[src/pkg/cpu_pc_flags_map.svh]
`ifndef CPU_PC_FLAGS_MAP_SVH
`define CPU_PC_FLAGS_MAP_SVH
// ----------------------------------------
// register offsets (byte addresses)
// ----------------------------------------
`define OFF_FLAGS   8'h00
`define OFF_IP      8'h04
`define OFF_STAT    8'h08
// ----------------------------------------
// vectors and reset values
// ----------------------------------------
`define VEC_HI_ADDR 16'hfffe
`define VEC_LO_ADDR 16'hffff
`define IP_RESET    16'h0000
`define FLAGS_RESET 8'h68
`define ONE16       16'h0001
`define ZERO16      16'h0000
`define ZERO8       8'h00
// ----------------------------------------
// flag bit positions and masks
// ----------------------------------------
`define FLG_V       7
`define FLG_H       4
`define FLG_I       3
`define FLG_N       2
`define FLG_Z       1
`define FLG_C       0
`define FLG_ONES    8'h60
`define FLG_WMASK   8'h9f
// ----------------------------------------
// decimal adjust constants
// ----------------------------------------
`define DAA_LO_ADD  8'h06
`define DAA_HI_ADD  8'h60
`define BCD_NIB_MAX 4'h9
`define BCD_MAX     8'h99
`endif

[src/pkg/cpu_pc_flags_pkg.sv]
package cpu_pc_flags_pkg;
  typedef enum logic [2:0] {
    S_IDLE   = 3'b000,
    S_VEC_HI = 3'b001,
    S_VEC_LO = 3'b010,
    S_RD_A   = 3'b011,
    S_RD_B   = 3'b100
  } state_t;
  typedef enum logic [2:0] {
    OP_INH    = 3'b000,
    OP_FETCH  = 3'b001,
    OP_LIT16  = 3'b010,
    OP_BRANCH = 3'b011,
    OP_JUMP   = 3'b100
  } op_t;
  typedef enum logic [3:0] {
    K_ADD        = 4'b0000,
    K_ADC        = 4'b0001,
    K_SUB        = 4'b0010,
    K_SBC        = 4'b0011,
    K_LOGIC      = 4'b0100,
    K_LOAD8      = 4'b0101,
    K_LOAD16     = 4'b0110,
    K_DAA        = 4'b0111,
    K_MASK_CLR   = 4'b1000,
    K_FLAGS_LOAD = 4'b1001
  } alu_kind_t;
endpackage

[src/cpu_pc_flags.sv]
// Operation
// RQ1: keep a 16-bit pointer to the next instruction or operand byte.
// RQ2: advance the pointer by one on every byte fetched.
// RQ3: jump, branch, interrupt and return load a non-sequential target.
// RQ4: after reset load the pointer from 0xfffe (high) and 0xffff (low).
// RQ5: flag bits 6 and 5 always read one; writes to them are ignored.
// RQ6: bit 7 flags two's complement overflow, cleared otherwise.
// RQ7: bit 4 flags a carry from bit 3 into bit 4 on add.
// RQ8: decimal adjust corrects a prior add using nibble-carry and carry.
// RQ9: interrupt mask bit 3 set blocks maskable interrupts; clear allows them.
// RQ10: mask is set after registers are stacked, before the handler runs.
// RQ11: no interrupt at the boundary right after an instruction clears the mask.
// RQ12: bit 2 follows the top bit of results, loads and stores.
// RQ13: bit 1 set when the result or moved value is zero.
// RQ14: bit 0 is add carry out of bit 7 or subtract borrow.
// RQ15: every access uses one shared 64-Kbyte space with a 16-bit address.
// RQ16: test-and-branch uses the tested result, then a relative branch target.
// RQ17: register-only mode makes no memory access for operands.
// RQ18: branch reads a signed offset after the opcode, adds it if taken.
// RQ19: literals follow the opcode; a 16-bit literal is high byte first.
// RQ20: an untaken branch continues after the offset, flags unchanged.
//
// Implementation choices: the APB interface to the registers and the register addresses.
`include "cpu_pc_flags_map.svh"
`timescale 1ns/1ns
`default_nettype none
module cpu_pc_flags (
  // clock, reset, enable
  input  wire logic                        pclk,
  input  wire logic                        presetn,
  input  wire logic                        ce,
  // apb slave
  input  wire logic                        psel,
  input  wire logic                        penable,
  input  wire logic                        pwrite,
  input  wire logic [7:0]                  paddr,
  input  wire logic [31:0]                 pwdata,
  output logic      [31:0]                 prdata,
  output logic                             pready,
  output logic                             pslverr,
  // sequencer command port
  input  wire logic                        op_valid,
  input  wire cpu_pc_flags_pkg::op_t       op_code,
  input  wire logic                        br_cond,
  input  wire logic [15:0]                 jump_target,
  output logic                             op_ready,
  output logic                             done,
  output logic      [15:0]                 fetch_data,
  // flag update port
  input  wire logic                        alu_valid,
  input  wire cpu_pc_flags_pkg::alu_kind_t alu_kind,
  input  wire logic [7:0]                  alu_a,
  input  wire logic [7:0]                  alu_b,
  input  wire logic [15:0]                 alu_res16,
  output logic      [7:0]                  alu_result,
  // memory space
  output logic                             mem_rd,
  output logic      [15:0]                 mem_addr,
  input  wire logic                        mem_ready,
  input  wire logic [7:0]                  mem_rdata,
  // interrupt gating
  input  wire logic                        irq_req,
  input  wire logic                        insn_boundary,
  input  wire logic                        stack_saved,
  output logic                             irq_take,
  // state view
  output logic      [7:0]                  flags_out,
  output logic      [15:0]                 ip_out
);
  import cpu_pc_flags_pkg::*;

  // ----------------------------------------
  // helpers
  // ----------------------------------------
  function automatic logic [8:0] add9(input logic [7:0] a, input logic [7:0] b,
                                      input logic cin);
    add9 = {1'b0, a} + {1'b0, b} + {8'h00, cin};
  endfunction

  // negative and zero pair for an 8-bit value
  function automatic logic [1:0] nz8(input logic [7:0] v);
    nz8 = {v[7], v == `ZERO8};
  endfunction

  function automatic logic [15:0] sext8(input logic [7:0] v);
    sext8 = {{8{v[7]}}, v};
  endfunction

  function automatic logic mapped(input logic [7:0] a);
    mapped = (a == `OFF_FLAGS) || (a == `OFF_IP) || (a == `OFF_STAT);
  endfunction

  state_t      state_reg;
  op_t         op_reg;
  logic        cond_reg;
  logic [7:0]  byte_reg;
  logic [15:0] ip_reg;
  logic [15:0] ip_next;
  logic [7:0]  flags_reg;
  logic [7:0]  flags_next;
  logic [7:0]  alu_f;
  logic [7:0]  alu_r;
  logic        inhibit_reg;
  logic        done_reg;
  logic [15:0] data_reg;
  logic [7:0]  res_reg;
  logic [31:0] prdata_reg;
  logic        take;
  logic        apb_wr;
  logic        clears_i;

  // ----------------------------------------
  // fetch sequencer
  // ----------------------------------------
  // memory strobe held until the memory answers; address in one 64-Kbyte space
  always_comb begin
    mem_rd   = 1'b0;
    mem_addr = ip_reg;
    unique case (state_reg)
      S_IDLE:   mem_rd = 1'b0;                                  // see RQ17
      S_VEC_HI: begin
        mem_rd   = 1'b1;
        mem_addr = `VEC_HI_ADDR;                                // see RQ4
      end
      S_VEC_LO: begin
        mem_rd   = 1'b1;
        mem_addr = `VEC_LO_ADDR;
      end
      S_RD_A, S_RD_B: begin
        mem_rd   = 1'b1;
        mem_addr = ip_reg;                                      // see RQ15
      end
    endcase
  end

  // reset starts in the vector fetch, so no command is taken until it ends
  always_ff @(posedge pclk or negedge presetn) begin
    if (!presetn) begin
      state_reg <= S_VEC_HI;
      op_reg    <= OP_INH;
      cond_reg  <= 1'b0;
    end else if (ce) begin
      unique case (state_reg)
        S_IDLE: if (op_valid) begin
          op_reg   <= op_code;
          cond_reg <= br_cond;                                  // see RQ16
          if (op_code == OP_FETCH || op_code == OP_LIT16 || op_code == OP_BRANCH) begin
            state_reg <= S_RD_A;
          end
        end
        S_VEC_HI: if (mem_ready) begin
          state_reg <= S_VEC_LO;
        end
        S_VEC_LO: if (mem_ready) begin
          state_reg <= S_IDLE;
        end
        S_RD_A: if (mem_ready) begin
          state_reg <= (op_reg == OP_LIT16) ? S_RD_B : S_IDLE;  // see RQ19
        end
        S_RD_B: if (mem_ready) begin
          state_reg <= S_IDLE;
        end
      endcase
    end
  end

  // ----------------------------------------
  // instruction pointer
  // ----------------------------------------
  always_comb begin
    ip_next = ip_reg;
    unique case (state_reg)
      S_IDLE: if (op_valid && op_code == OP_JUMP) begin
        ip_next = jump_target;                                  // see RQ3
      end
      S_VEC_HI: ip_next = ip_reg;
      S_VEC_LO: if (mem_ready) begin
        ip_next = {byte_reg, mem_rdata};                        // see RQ4
      end
      S_RD_A: if (mem_ready) begin
        // taken branch is relative to the byte after the offset
        if (op_reg == OP_BRANCH && cond_reg) begin
          ip_next = ip_reg + `ONE16 + sext8(mem_rdata);         // see RQ18
        end else begin
          ip_next = ip_reg + `ONE16;                            // see RQ2, see RQ20
        end
      end
      S_RD_B: if (mem_ready) begin
        ip_next = ip_reg + `ONE16;                              // see RQ2
      end
    endcase
  end

  always_ff @(posedge pclk or negedge presetn) begin
    if (!presetn) begin
      ip_reg <= `IP_RESET;                                      // see RQ1
    end else if (ce) begin
      ip_reg <= ip_next;
    end
  end

  // first byte of a vector or 16-bit literal waits here for its partner
  always_ff @(posedge pclk or negedge presetn) begin
    if (!presetn) begin
      byte_reg <= `ZERO8;
    end else if (ce && mem_ready && (state_reg == S_VEC_HI || state_reg == S_RD_A)) begin
      byte_reg <= mem_rdata;
    end
  end

  // completion pulse with the fetched byte or literal
  always_ff @(posedge pclk or negedge presetn) begin
    if (!presetn) begin
      done_reg <= 1'b0;
      data_reg <= `ZERO16;
    end else if (ce) begin
      done_reg <= 1'b0;
      if (state_reg == S_IDLE && op_valid &&
          (op_code == OP_INH || op_code == OP_JUMP)) begin
        done_reg <= 1'b1;
      end
      if (state_reg == S_VEC_LO && mem_ready) begin
        done_reg <= 1'b1;
      end
      if (state_reg == S_RD_A && mem_ready && op_reg != OP_LIT16) begin
        done_reg <= 1'b1;
        data_reg <= {`ZERO8, mem_rdata};
      end
      if (state_reg == S_RD_B && mem_ready) begin
        done_reg <= 1'b1;
        data_reg <= {byte_reg, mem_rdata};                      // see RQ19
      end
    end
  end

  // ----------------------------------------
  // flag computation
  // ----------------------------------------
  always_comb begin
    logic [8:0] sum;
    logic       fix_lo;
    logic       fix_hi;
    sum    = 9'h000;
    fix_lo = 1'b0;
    fix_hi = 1'b0;
    alu_f  = flags_reg;
    alu_r  = res_reg;
    unique case (alu_kind)
      K_ADD, K_ADC: begin
        sum   = add9(alu_a, alu_b, (alu_kind == K_ADC) && flags_reg[`FLG_C]);
        alu_r = sum[7:0];
        alu_f[`FLG_V] = (alu_a[7] == alu_b[7]) && (alu_r[7] != alu_a[7]); // see RQ6
        alu_f[`FLG_H] = alu_a[4] ^ alu_b[4] ^ alu_r[4];                 // see RQ7
        alu_f[`FLG_C] = sum[8];                                         // see RQ14
        {alu_f[`FLG_N], alu_f[`FLG_Z]} = nz8(alu_r);
      end
      K_SUB, K_SBC: begin
        sum   = add9(alu_a, ~alu_b, (alu_kind == K_SUB) || !flags_reg[`FLG_C]);
        alu_r = sum[7:0];
        alu_f[`FLG_V] = (alu_a[7] != alu_b[7]) && (alu_r[7] != alu_a[7]); // see RQ6
        alu_f[`FLG_C] = !sum[8];                                        // see RQ14
        {alu_f[`FLG_N], alu_f[`FLG_Z]} = nz8(alu_r);
      end
      K_LOGIC, K_LOAD8: begin
        alu_r = alu_a;
        alu_f[`FLG_V] = 1'b0;
        {alu_f[`FLG_N], alu_f[`FLG_Z]} = nz8(alu_r);                    // see RQ12, see RQ13
      end
      K_LOAD16: begin
        alu_r = alu_res16[7:0];
        alu_f[`FLG_V] = 1'b0;
        alu_f[`FLG_N] = alu_res16[15];                                  // see RQ12
        alu_f[`FLG_Z] = (alu_res16 == `ZERO16);                         // see RQ13
      end
      K_DAA: begin
        // correction depends on the flags the previous add left behind and on the value in alu_a
        fix_lo = flags_reg[`FLG_H] || (alu_a[3:0] > `BCD_NIB_MAX);
        fix_hi = flags_reg[`FLG_C] || (alu_a > `BCD_MAX);
        alu_r  = alu_a + (fix_hi ? `DAA_HI_ADD : `ZERO8) + (fix_lo ? `DAA_LO_ADD : `ZERO8);
        alu_f[`FLG_C] = fix_hi;                                         // see RQ8
        {alu_f[`FLG_N], alu_f[`FLG_Z]} = nz8(alu_r);
      end
      K_MASK_CLR:   alu_f[`FLG_I] = 1'b0;                               // see RQ9
      K_FLAGS_LOAD: alu_f = alu_a;
      default:      alu_f = flags_reg;
    endcase
  end

  // apb write first, then the flag port, then stacking sets the mask last
  assign apb_wr = psel && penable && pwrite && (paddr == `OFF_FLAGS);
  always_comb begin
    flags_next = flags_reg;
    if (apb_wr) begin
      flags_next = pwdata[7:0] & `FLG_WMASK;
    end
    if (alu_valid) begin
      flags_next = alu_f;
    end
    if (stack_saved) begin
      flags_next[`FLG_I] = 1'b1;                                // see RQ10
    end
    flags_next = flags_next | `FLG_ONES;                        // see RQ5
  end

  always_ff @(posedge pclk or negedge presetn) begin
    if (!presetn) begin
      flags_reg <= `FLAGS_RESET;
      res_reg   <= `ZERO8;
    end else if (ce) begin
      flags_reg <= flags_next;
      if (alu_valid) begin
        res_reg <= alu_r;
      end
    end
  end

  // ----------------------------------------
  // interrupt gating
  // ----------------------------------------
  // an instruction that drops the mask hides the next boundary; set beats clear
  assign clears_i = flags_reg[`FLG_I] && !flags_next[`FLG_I];
  always_ff @(posedge pclk or negedge presetn) begin
    if (!presetn) begin
      inhibit_reg <= 1'b0;
    end else if (ce) begin
      if (clears_i) begin
        inhibit_reg <= 1'b1;                                    // see RQ11
      end else if (insn_boundary) begin
        inhibit_reg <= 1'b0;
      end
    end
  end

  assign take = ce && insn_boundary && irq_req && !flags_reg[`FLG_I] && !inhibit_reg; // see RQ9

  // ----------------------------------------
  // apb slave
  // ----------------------------------------
  // read data latched in the setup cycle so the access phase ends at once
  always_ff @(posedge pclk or negedge presetn) begin
    if (!presetn) begin
      prdata_reg <= 32'h0000_0000;
    end else if (ce && psel && !penable && !pwrite) begin
      unique case (paddr)
        `OFF_FLAGS: prdata_reg <= {24'h00_0000, flags_reg};
        `OFF_IP:    prdata_reg <= {16'h0000, ip_reg};
        `OFF_STAT:  prdata_reg <= {29'h0000_0000, inhibit_reg, flags_reg[`FLG_I],
                                   state_reg != S_IDLE};
        default:    prdata_reg <= 32'h0000_0000;
      endcase
    end
  end

  assign prdata     = prdata_reg;
  assign pready     = 1'b1;
  assign pslverr    = psel && penable && !mapped(paddr);
  assign op_ready   = (state_reg == S_IDLE);
  assign done       = done_reg;
  assign fetch_data = data_reg;
  assign alu_result = res_reg;
  assign irq_take   = take;
  assign flags_out  = flags_reg;
  assign ip_out     = ip_reg;
endmodule
`default_nettype wire

[config.mk]
export PLATFORM = sky130hd
export DESIGN_NAME = cpu_pc_flags
export DESIGN_NICKNAME = d
export VERILOG_FILES = /design/src/pkg/cpu_pc_flags_pkg.sv /design/src/cpu_pc_flags.sv
export VERILOG_INCLUDE_DIRS = /design/src /design/src/pkg
export SDC_FILE = /design/constraint.sdc
export NUM_CORES = 1
export LEC_CHECK = 0
export BUFFER_PORTS_ARGS = -buffer_cell sky130_fd_sc_hd__buf_4
export CELL_PAD_IN_SITES_DETAIL_PLACEMENT = 0
export CELL_PAD_IN_SITES_GLOBAL_PLACEMENT = 1
export CORE_AREA = 2 2 144 175
export CTS_CLUSTER_SIZE = 12
export DETAILED_ROUTE_END_ITERATION = 8
export DIE_AREA = 0 0 146 177
export PLACE_DENSITY = 0.67
export REMOVE_ABC_BUFFERS = 1
export SETUP_SLACK_MARGIN = 0.05
export SYNTH_ARGS = -nofsm -noshare
export SYNTH_HDL_FRONTEND = slang
export SYNTH_SLANG_ARGS = --single-unit
[constraint.sdc]
create_clock -name pclk -period 4.62 [get_ports pclk]
set_clock_uncertainty 0.15 [all_clocks]
set_input_delay 0 -clock pclk [delete_from_list [all_inputs] [get_ports pclk]]
set_output_delay 0 -clock pclk [all_outputs]
set_load 0.01 [all_outputs]
# Yosys cells after proc, flatten, opt, wreduce, memory -nomap -nowiden
# Index checks and enable logic that the tools add are counted.
# totals
elab_cells	175
in_bits	116
output_inout_bits	102
regBits	95
# op_classes
n_addsub	8
order_cmp	2
n_eq_ne	38
reduce_logical	72
bitwise_logic	4
mux	36
# op_table
operator	n
16-bit 2-to-1 mux	7
16-bit one-hot mux with 4 select lines	1
16-bit one-hot mux with 3 select lines	1
8-bit zero test	5
8-bit one-hot mux with 5 select lines	1
16-bit one-hot mux with 2 select lines	1
1-bit logical AND	25
3-bit 2-to-1 mux	7
8-bit by 8-bit adder with 9-bit output	2
9-bit by 1-bit adder with 9-bit output	2
3-bit by 2-bit equality test with 1-bit output, second input constant	6
3-bit AND reduction	6
16-bit by 1-bit adder with 16-bit output, second input constant	1
16-bit adder	1
4-bit by 3-bit equality test with 1-bit output, second input constant	4
16-bit zero test	1
8-bit 2-to-1 mux	2
2-bit one-hot mux with 6 select lines	1
3-bit one-hot mux with 4 select lines	1
6-bit AND reduction	2
2-bit != test, second input constant	5
1-bit logical OR	9
8-bit by 3-bit adder with 8-bit output	1
8-bit by 7-bit adder with 8-bit output	1
35 further kinds	67

# Logic depth before layout (Yosys ltp)
# Gate-level depths: netlist of the first run.
# depth
depth_word	13
depth_mapped	12
depth_no_buf	12

# Worst setup path after synthesis of the first run
# OpenSTA, ideal clock, no wires.
# synth_path
path_type	flip-flop to flip-flop
start	register ip_reg[3], in the netlist ip_out[3]
end	register ip_reg[15], in the netlist ip_out[15]
period_less_slack_ns	3.361
setup_slack_ns	1.259
arrival_ns	3.100
path_stages_with_launch	13
required_ns	4.360
setup_ns	0.110
cell_sequence	dfrtp_1 > clkbuf_1 > nand4_1 > or4_1 > nand2_1 > ha_1 > clkbuf_1 > nand2_1 > or3b_2 > a211oi_1 > o21ai_0 > and4_1 > o41ai_1
# synth_via
elab_chain_cells	5
elab_cells_between_ends	6
# synth_lines
item	line	source
start: declaration	cpu_pc_flags.sv:97	logic [15:0] ip_reg;
start signal: assignment	cpu_pc_flags.sv:196	ip_reg <= `IP_RESET;
start signal: assignment	cpu_pc_flags.sv:198	ip_reg <= ip_next;
16-bit by 1-bit adder with 16-bit output (no source line) *	--	
16-bit adder	cpu_pc_flags.sv:183	ip_next = ip_reg + `ONE16 + sext8(mem_rdata);
16-bit 2-to-1 mux	cpu_pc_flags.sv:182	if (op_reg == OP_BRANCH && cond_reg) begin
16-bit 2-to-1 mux	cpu_pc_flags.sv:180	S_RD_A: if (mem_ready) begin
16-bit one-hot mux with 4 select lines *	cpu_pc_flags.sv:172	unique case (state_reg)
# Every way passes the cells marked *; elsewhere a longest branch is shown, timed or not. The select of a mux whose other input is x is not followed.
# A chain may end at the register's enable or synchronous reset.

# Worst setup path after layout of the first run
# Ends and elaborated chain as after synthesis.

==> impl_metrics.csv, run 1 <==
group,metric,value,unit
power_and_ir_drop,power,4.833,mW
die,start_util,29.42,%
detailed_routing,wl_met3,1.512,mm
detailed_routing,wl_met1,11.28,mm
setup_path,cpMaxStageDelayCell,"dfrtp_1",
place,place_congestion,0.9047,
detailed_routing,via_per_inst,5.398,
synth,yosysMostFrequentCell,"dfrtp_1",
setup_path,critPathMaxFanout,10,
sta,rsz0062_at_grt,"false",
detailed_routing,wire_per_inst,19.74,um
synth,synth_area,7142,um^2
synth,avgSynthCellArea,8.116,um^2
detailed_routing,routed_wl,27.56,mm
sta,fmax,265.2,MHz
setup_path,critPathRequiredTime,4.72,ns
grt,first_global_vias,7386,
final_layout,drive_gt1_share,22.97,%
grt,grt_pass1_wl,42.04,mm
grt,track_usage,20.96,%
place,place_ws,0.8824,ns
setup_path,worst_path_most_repeated_cell,"and4_1",
setup_path,arrival,3.87,ns
final_layout,post-route-util,38.74,%
sta,fin_crit,3.771,ns
clock_network,cts.sinks,79,
final_layout,finalNonFillerCells,1396,
synth,ys.flop_type,"dfrtp_1",
clock_network,path_clk_slew,0.08,ns
grt,grt_antenna_before_repair,0,
sta,tightest_slew,1.167,ns
run_status,status,"complete, but fails checks",
grt,grt_overflow,0,
final_layout,finalNetCount,1222,
sta,period_share,81.62,%
power_and_ir_drop,p_leak,4.216,nW
synth,yosys-top-cells-count,"dfrtp_1 (77), nand2_1 (75), nor2_1 (69)",
sta,setup_viol,0,
hold_path,hold_path_class,"primary input to flip-flop",
place,port_buffers,172,
synth,yosys_register_bits,79,
die,core-area,24280,um^2
setup_path,cp_slowest_stage_delay,0.54,ns
die,dieWidth,146,um
synth,yosysWarnings,0,
synth,ys_async_sr_fraction,100.0,%
sta,setup_tns,0,ns
place,placed_cells,1332,
sta,drv_slew,0,
power_and_ir_drop,p_per_area,513.8,nW/um^2
die,rows,63,
detailed_routing,via_count,7535,
run_status,violations,"hold timing",
place,placed_area,8615,um^2
place,dpl.hpwl,20.90,mm
synth,yosysSeqAreaShare,27.72,%
clock_network,post-cts-setup-buffers,0,
detailed_routing,highest_layer,"met4",
detailed_routing,drc,0,
die,io_pins,218,
clock_network,cts_root_buffer,"clkbuf_16",
grt,grt_max_degree,42,
sta,slew_headroom,21.91,%
setup_path,critPathLaunchType,"flip-flop",
flow_run,maxCapViolCount,0,
synth,netlist.area_leader.share,26.98,%
final_layout,fin_area,9407,um^2
sta,worst_slack,0.8491,ns
detailed_routing,drtPass1Iterations,5,
final_layout,nFillCells,2531,
synth,synth_cell_types,75,
power_and_ir_drop,ir_drop,0.0002215,V
clock_network,clock_latency,0.36,ns
final_layout,area_delta_synth_final,31.71,%
synth,synth_area_leaders,"dfrtp_1 (27%), ha_1 (6.0%), o21ai_0 (4.1%)",
clock_network,cts_htree_levels,3,
sta,holdWs,-0.003610,ns
synth,syn_inst,880,
detailed_routing,initialDrtViolationCount,539,
final_layout,n_antenna_cell,0,
synth,synth_edf_count,0,
setup_path,cp_cell_sequence,"nand4_1 -> nor2_1 -> nand2_1 -> xnor2_1 -> ha_1 -> and4_1 -> or3b_2 -> a211oi_1 -> o21ai_0 -> and4_1 -> o41ai_1",
clock_network,clockBufferDepth,2,
clock_network,cts_tree,"done",
synth,yosys.area.top_type,"dfrtp_1",
die,dieArea,25840,um^2
setup_path,critPathKind,"flip-flop to flip-flop",
die,die_h,177,um
clock_network,cts_buffers,9,
detailed_routing,ant_nets,0,
detailed_routing,met2_length,13.90,mm
setup_path,endpoint_kind,"flip-flop",
sta,hold_violations,1,
-- cells in the final DEF (no fill, tap or decap), types with 7 or more instances in the layout --
master         count
xnor2_1           23
nand4_1            9
o221ai_1           7
a31oi_1           13
a22o_1            18
o211ai_1          12
xor2_1            14
nor3_1            16
nand3_1           19
dlygate4sd3_1     48
dfrtp_1           77
or2_2             20
inv_1             39
nor4_1            10
a21o_1            12
o31ai_1           13
or3_1              9
nand2b_1          16
clkbuf_16          9
nor2b_1           15
a22oi_1            9
conb_1            19
nand2_1           75
nor2_1            69
ha_1              34
a211oi_1          15
o21a_1             9
o21ai_0           59
buf_4            180
mux2i_1           11
and3_1             9
a21oi_1           51
mux2_2            19
o22ai_1           11
-- kinds of logic (layout without fill, tap and decap cells) --
| kind of cell | after synthesis | count (layout) | share of synthesized area, % |
|---|---|---|---|
| AO/OA/AOI/OAI | 284 | 284 | 27.12 |
| XOR/XNOR | 37 | 37 | 4.537 |
| adder cells (fa/ha/maj) | 40 | 40 | 7.638 |
| buffers and inverters | 110 | 284 | 6.990 |
| flip-flops | 79 | 79 | 27.72 |
| multiplexers | 30 | 30 | 4.538 |
| other | 2 | 19 | 0.1052 |
| AND/OR/NAND/NOR | 298 | 298 | 21.36 |
-- worst paths after layout --
kind                               start             to  slack [ns]  cells after the start
max                            ip_out[3]     ip_out[15]        0.85                     11
min                          alu_kind[2]  alu_result[0]      -0.004                      3
max reg2reg                    ip_out[3]     ip_out[15]        0.85                     11
min reg2reg                alu_result[2]  alu_result[2]        0.34                      1
max in group asynchronous        presetn      op_reg[0]        3.31                      3
min in group asynchronous        presetn    byte_reg[1]        0.02                      2
-- cell type report --
class | instances | area (um^2) | share of cell area, %
timing repair buffer | 228 | 1832 | 19.47
sequential | 79 | 1979 | 21.04
clock buffer | 9 | 225.2 | 2.394
multi-input combinational | 708 | 4727 | 50.25
tap | 325 | 406.6 | 4.323
clock inverter | 7 | 86.33 | 0.9178
inverter | 40 | 150.1 | 1.596
-- critical path: cells and delay by family (launching register included) --
kind	cells	cell delay (ns)
flip-flops	1	0.54
XOR/XNOR	1	0.16
AO/OA/AOI/OAI	3	0.67
AND/OR/NAND/NOR	6	1.71
adder cells (fa/ha/maj)	1	0.42
-- where the power goes --
| part | switching [mW] | leakage [nW] | internal (mW) |
|---|---|---|---|
| clock network | 0.342 | 0.150 | 0.432 |
| registers | 0.329 | 0.995 | 0.919 |
| logic | 1.53 | 3.07 | 1.28 |
| total | 2.20 | 4.22 | 2.63 |
-- metal layers --
| layer | vias up | GRT usage, % |
|---|---|---|
| met3 | 49 | 2.887 |
| met2 | 324 | 38.19 |
| met5 | - | 0 |
| met4 | 0 | 8.252 |
| met1 | 3572 | 24.92 |
| li1 | 3590 | - |
-- timing repair --
action | CTS | global route
setup endpoints to repair | 0 | 0
resized for setup | 0 | 0
hold endpoints to repair | 89 | 0
hold buffers | 48 | 0
No activity file was read; power rests on OpenSTA's default activity.
==> run 2: changes to the inputs <==
clock period = 3.95 ns   (was 4.62 ns; I/O delays follow)
==> impl_metrics.csv, run 2 (synthesis gave the netlist of run 1 again) <==
group,metric,value,unit
clock_network,cts_buffers,9,
die,start_util,29.42,%
setup_path,cp_cell_sequence,"ha_1 -> and2_1 -> and2_1 -> nand3_1 -> xnor2_1 -> ha_1 -> and4_1 -> or3b_2 -> a211oi_1 -> o21ai_0 -> and4_1 -> o41ai_1",
die,core-area,24280,um^2
final_layout,finalNonFillerCells,1408,
sta,slew_headroom,43.92,%
detailed_routing,routed_wl,27.82,mm
sta,setup_viol,0,
sta,rsz0062_at_grt,"false",
place,dpl.hpwl,21.30,mm
grt,first_global_vias,7682,
final_layout,drive_gt1_share,23.73,%
setup_path,critPathKind,"flip-flop to flip-flop",
die,dieWidth,146,um
setup_path,critPathLaunchType,"flip-flop",
setup_path,arrival,3.72,ns
setup_path,critPathMaxFanout,6,
power_and_ir_drop,power,5.723,mW
setup_path,cp_slowest_stage_delay,0.45,ns
final_layout,area_delta_synth_final,32.78,%
sta,fin_crit,3.617,ns
final_layout,mostFrequentLayoutCell,"buf_4",
die,die_h,177,um
grt,grt_overflow,0,
place,port_buffers,172,
sta,period_share,91.56,%
die,rows,63,
final_layout,n_antenna_cell,0,
die,io_pins,218,
grt,grt_antenna_before_repair,0,
run_status,status,"complete, but fails checks",
clock_network,cts_root_buffer,"clkbuf_16",
power_and_ir_drop,p_per_area,603.5,nW/um^2
clock_network,cts_htree_levels,3,
setup_path,endpoint_kind,"flip-flop",
final_layout,fin_area,9483,um^2
detailed_routing,via_count,7596,
sta,fmax,276.5,MHz
die,dieArea,25840,um^2
final_layout,post-route-util,39.06,%
final_layout,multiInputGateArea,4727,um^2
detailed_routing,via_per_inst,5.395,
detailed_routing,wire_per_inst,19.76,um
setup_path,critPathRequiredTime,4.05,ns
grt,grt_pass1_wl,42.73,mm
sta,worst_slack,0.3333,ns
detailed_routing,initialDrtViolationCount,525,
power_and_ir_drop,p_leak,4.268,nW
sta,setup_tns,0,ns
sta,hold_violations,2,
clock_network,cts.sinks,79,
final_layout,nFillCells,2591,
grt,grt_max_degree,47,
clock_network,cts_tree,"done",
clock_network,clockBufferDepth,2,
sta,tightest_slew,0.8380,ns
grt,track_usage,21.19,%
flow_run,maxCapViolCount,0,
final_layout,mostFrequentLayoutCells,"buf_4 (192), dfrtp_1 (77), nand2_1 (75)",
detailed_routing,drtPass1Iterations,6,
hold_path,hold_path_class,"primary input to flip-flop",
sta,holdWs,-0.008341,ns
power_and_ir_drop,ir_drop,0.0002578,V
detailed_routing,drc,0,
place,placed_area,8705,um^2
clock_network,clock_latency,0.36,ns
place,placed_cells,1344,
place,place_congestion,0.8898,
clock_network,path_clk_slew,0.07,ns
setup_path,cpMaxStageDelayCell,"dfrtp_1",
place,place_ws,0.3896,ns
clock_network,post-cts-setup-buffers,0,
run_status,violations,"hold timing",
final_layout,finalNetCount,1234,
detailed_routing,ant_nets,0,
final_layout,regArea,1979,um^2
sta,drv_slew,0,
-- run 2: cell type report --
| type | instances | area share, % |
|---|---|---|
| Tap cell | 325 | 4.288 |
| Sequential cell | 79 | 20.87 |
| Multi-Input combinational cell | 708 | 49.85 |
| Inverter | 40 | 1.583 |
| Clock inverter | 6 | 0.7257 |
| Timing Repair Buffer | 240 | 20.27 |
| Clock buffer | 10 | 2.415 |
-- run 2: what timing repair did --
action	4_1_cts	5_1_grt
gates resized for setup	0	0
hold endpoints to repair	96	0
hold buffers	48	0
-- run 2: path summary, 6_finish.rpt --
| path | from | endpoint | slack (ns) | cells past startpoint |
|---|---|---|---|---|
| max | ip_out[1] | ip_out[15] | 0.33 | 12 |
| min | alu_res16[0] | alu_result[0] | -0.008 | 5 |
| max reg2reg | ip_out[1] | ip_out[15] | 0.33 | 12 |
| min reg2reg | prdata[3] | prdata[3] | 0.33 | 2 |
| max in group asynchronous | presetn | flags_out[3] | 2.64 | 3 |
| min in group asynchronous | presetn | fetch_data[4] | 0.08 | 2 |
-- run 2: critical path, delay by kind of cell (launching register included) --
family          cells  cell delay (ns)
compound gates      3             0.67
xor+xnor            1             0.17
flops               1             0.45
simple gates        6             1.47
fa+ha+maj           2             0.59
-- run 2: per-layer routing --
metal	part of all wire [%]	GRT usage, %	routed length [um]	vias up
li1	-	-	-	3613
met1	41	25.04	11450	3636
met2	50	37.87	13820	287
met3	5.0	3.299	1394	60
met4	4.1	9.628	1154	0
met5	0	0	0	-
-- run 2: power breakdown --
group,switching [mW],internal [mW]
registers,0.334,1.08
logic,1.88,1.56
clock network,0.382,0.494
total,2.59,3.13
==> run 3: changes to the inputs <==
CELL_PAD_IN_SITES_DETAIL_PLACEMENT = default   (was 0)
CELL_PAD_IN_SITES_GLOBAL_PLACEMENT = default   (was 1)
GPL_TIMING_DRIVEN = 0   (was default)
PLACE_DENSITY = 0.52   (was 0.67)
==> impl_metrics.csv, run 3 (synthesis gave the netlist of run 1 again) <==
group,metric,value,unit
sta,drv_slew,0,
detailed_routing,drtPass1Iterations,6,
final_layout,n_antenna_cell,0,
die,rows,63,
detailed_routing,routed_wl,26.62,mm
sta,slew_headroom,28.40,%
sta,rsz0062_at_grt,"false",
run_status,status,"complete, but fails checks",
grt,grt_antenna_before_repair,0,
detailed_routing,ant_nets,0,
final_layout,finalNonFillerCells,1394,
final_layout,mostFrequentLayoutCell,"buf_4",
sta,holdWs,-0.007947,ns
power_and_ir_drop,p_int,3.023,mW
grt,grt_overflow,0,
power_and_ir_drop,ir_drop,0.0002519,V
clock_network,path_clk_slew,0.07,ns
flow_run,maxCapViolCount,0,
detailed_routing,drc,0,
setup_path,rr_worst_depth,10,
clock_network,clockBufferDepth,2,
clock_network,cts.sinks,79,
grt,track_usage,20.22,%
clock_network,post-cts-setup-buffers,0,
power_and_ir_drop,power_frac_comb,57.3,%
detailed_routing,via_per_inst,5.354,
detailed_routing,wire_per_inst,19.09,um
die,core-area,24280,um^2
clock_network,cts_htree_levels,3,
setup_path,cpMaxStageDelayCell,"dlygate4sd3_1",
final_layout,finalNetCount,1220,
sta,hold_violations,1,
setup_path,rrSetupSlack,0.27,ns
place,port_buffers,172,
place,dpl.hpwl,20.18,mm
power_and_ir_drop,p_clk_share,15.1,%
final_layout,area_delta_synth_final,31.71,%
grt,grt_pass1_wl,40.98,mm
sta,setup_viol,0,
sta,setup_tns,0,ns
final_layout,nFillCells,2561,
setup_path,cp_top_family,"compound AO/OA/AOI/OAI gates",
setup_path,critPathLaunchType,"flip-flop",
power_and_ir_drop,seqPwrFrac,27.6,%
setup_path,endpoint_kind,"flip-flop",
die,dieArea,25840,um^2
power_and_ir_drop,p_sw_share,45.68,%
final_layout,mostFrequentLayoutCells,"buf_4 (175), nand2_1 (75), nor2_1 (68)",
clock_network,cts_root_buffer,"clkbuf_16",
setup_path,critPathRequiredTime,4.09,ns
sta,fmax,272.1,MHz
grt,grt_max_degree,80,
detailed_routing,initialDrtViolationCount,549,
power_and_ir_drop,switchingPower,2.542,mW
setup_path,path_buf_inv,1,
run_status,violations,"hold timing",
detailed_routing,via_count,7463,
setup_path,reg2reg_to,"flags_out[0]",
power_and_ir_drop,power,5.565,mW
power_and_ir_drop,p_per_area,591.6,nW/um^2
grt,first_global_vias,7261,
setup_path,worst-path-stages,10,
place,placed_area,8577,um^2
place,placed_cells,1327,
setup_path,cp_slowest_stage_delay,0.56,ns
setup_path,critPathMaxFanout,7,
die,dieWidth,146,um
clock_network,cts_buffers,9,
setup_path,cp_cell_sequence,"nand4_1 -> fa_1 -> fa_1 -> or2_2 -> a211o_1 -> a21oi_1 -> o211a_1 -> o221ai_1 -> o221ai_1 -> dlygate4sd3_1",
setup_path,reg2reg_from,"flags_out[0]",
hold_path,hold_path_class,"primary input to flip-flop",
sta,fin_crit,3.675,ns
die,start_util,29.42,%
sta,tightest_slew,1.074,ns
setup_path,cp-startpoint,"flags_out[0]",
sta,period_share,93.05,%
setup_path,arrival,3.81,ns
die,io_pins,218,
setup_path,cp-endpoint,"flags_out[0]",
place,place_congestion,0.8887,
setup_path,critPathKind,"flip-flop to flip-flop",
final_layout,fin_area,9407,um^2
die,die_h,177,um
clock_network,cts_tree,"done",
clock_network,clock_latency,0.35,ns
power_and_ir_drop,p_leak,4.188,nW
final_layout,drive_gt1_share,23.85,%
[run 3: changes by cell type in the layout (fill, tap and decap cells not counted), moves of 3 or more]
cell / change
buf_4: -17
dfrtp_1: -11
dfrtp_2: +11
dlygate4sd3_1: +3
[run 3: per-stage QoR]
step	worst slack (ns)	util, %
after floorplan	0.7396	-
after global placement	-0.5227	35.24
after detailed placement	0.09193	35.33
after CTS	0.06535	38.64
after global routing	0.05570	38.74
final	0.2746	38.74
[run 3: timing repair]
item,CTS,global route
resized for setup,0,14
setup endpoints to repair,0,20
hold endpoints to repair,128,0
hold buffers,51,0
[run 3: routing by layer]
layer | vias up | global-route usage [%] | wire, um
met2 | 229 | 36.22 | 13480
met1 | 3619 | 24.76 | 11090
met3 | 39 | 2.758 | 1298
met4 | 0 | 7.484 | 748
li1 | 3576 | - | -
met5 | - | 0 | 0
[run 3: how the worst min path moves through the flow]
stage / start / endpoint / slack [ns] / depth (start not counted)
floorplan: presetn / alu_result[0] / -0.45 / 0
global placement: br_cond / cond_reg / 0.1 / 2
detailed placement: br_cond / cond_reg / 0.11 / 2
CTS: jump_target[11] / ip_out[11] / 0.001 / 5
global route: alu_kind[2] / alu_result[0] / 0.04 / 4
finish: alu_kind[2] / alu_result[0] / -0.008 / 4
[run 3: area by class of cell]
class                   instances  area, um^2  area share (%)
repair buffers                226        1824           19.39
well taps                     325       406.6           4.323
inverters                      40       150.1           1.596
flip-flops and latches         79        1993           21.19
clock buffers                  10       239.0           2.541
multi-input cells             708        4740           50.39
clock inverters                 6       53.80          0.5720
[run 3: worst reg2reg max path, cell delays in order (launching register included)]
cell	delay, ns
dfrtp_2	0.47
nand4_1	0.17
fa_1	0.45
fa_1	0.50
or2_2	0.34
a211o_1	0.28
a21oi_1	0.15
o211a_1	0.19
o221ai_1	0.16
o221ai_1	0.20
dlygate4sd3_1	0.56
[run 3: power by group through the flow]
stage	sequential (mW)	clock (mW)	combinational [mW]
finish	1.54	0.840	3.19
global route	1.59	0.891	3.50
CTS	1.53	0.865	3.19
detailed placement	1.54	0	3.13
global placement	1.53	0	3.11
floorplan	1.44	0	1.86
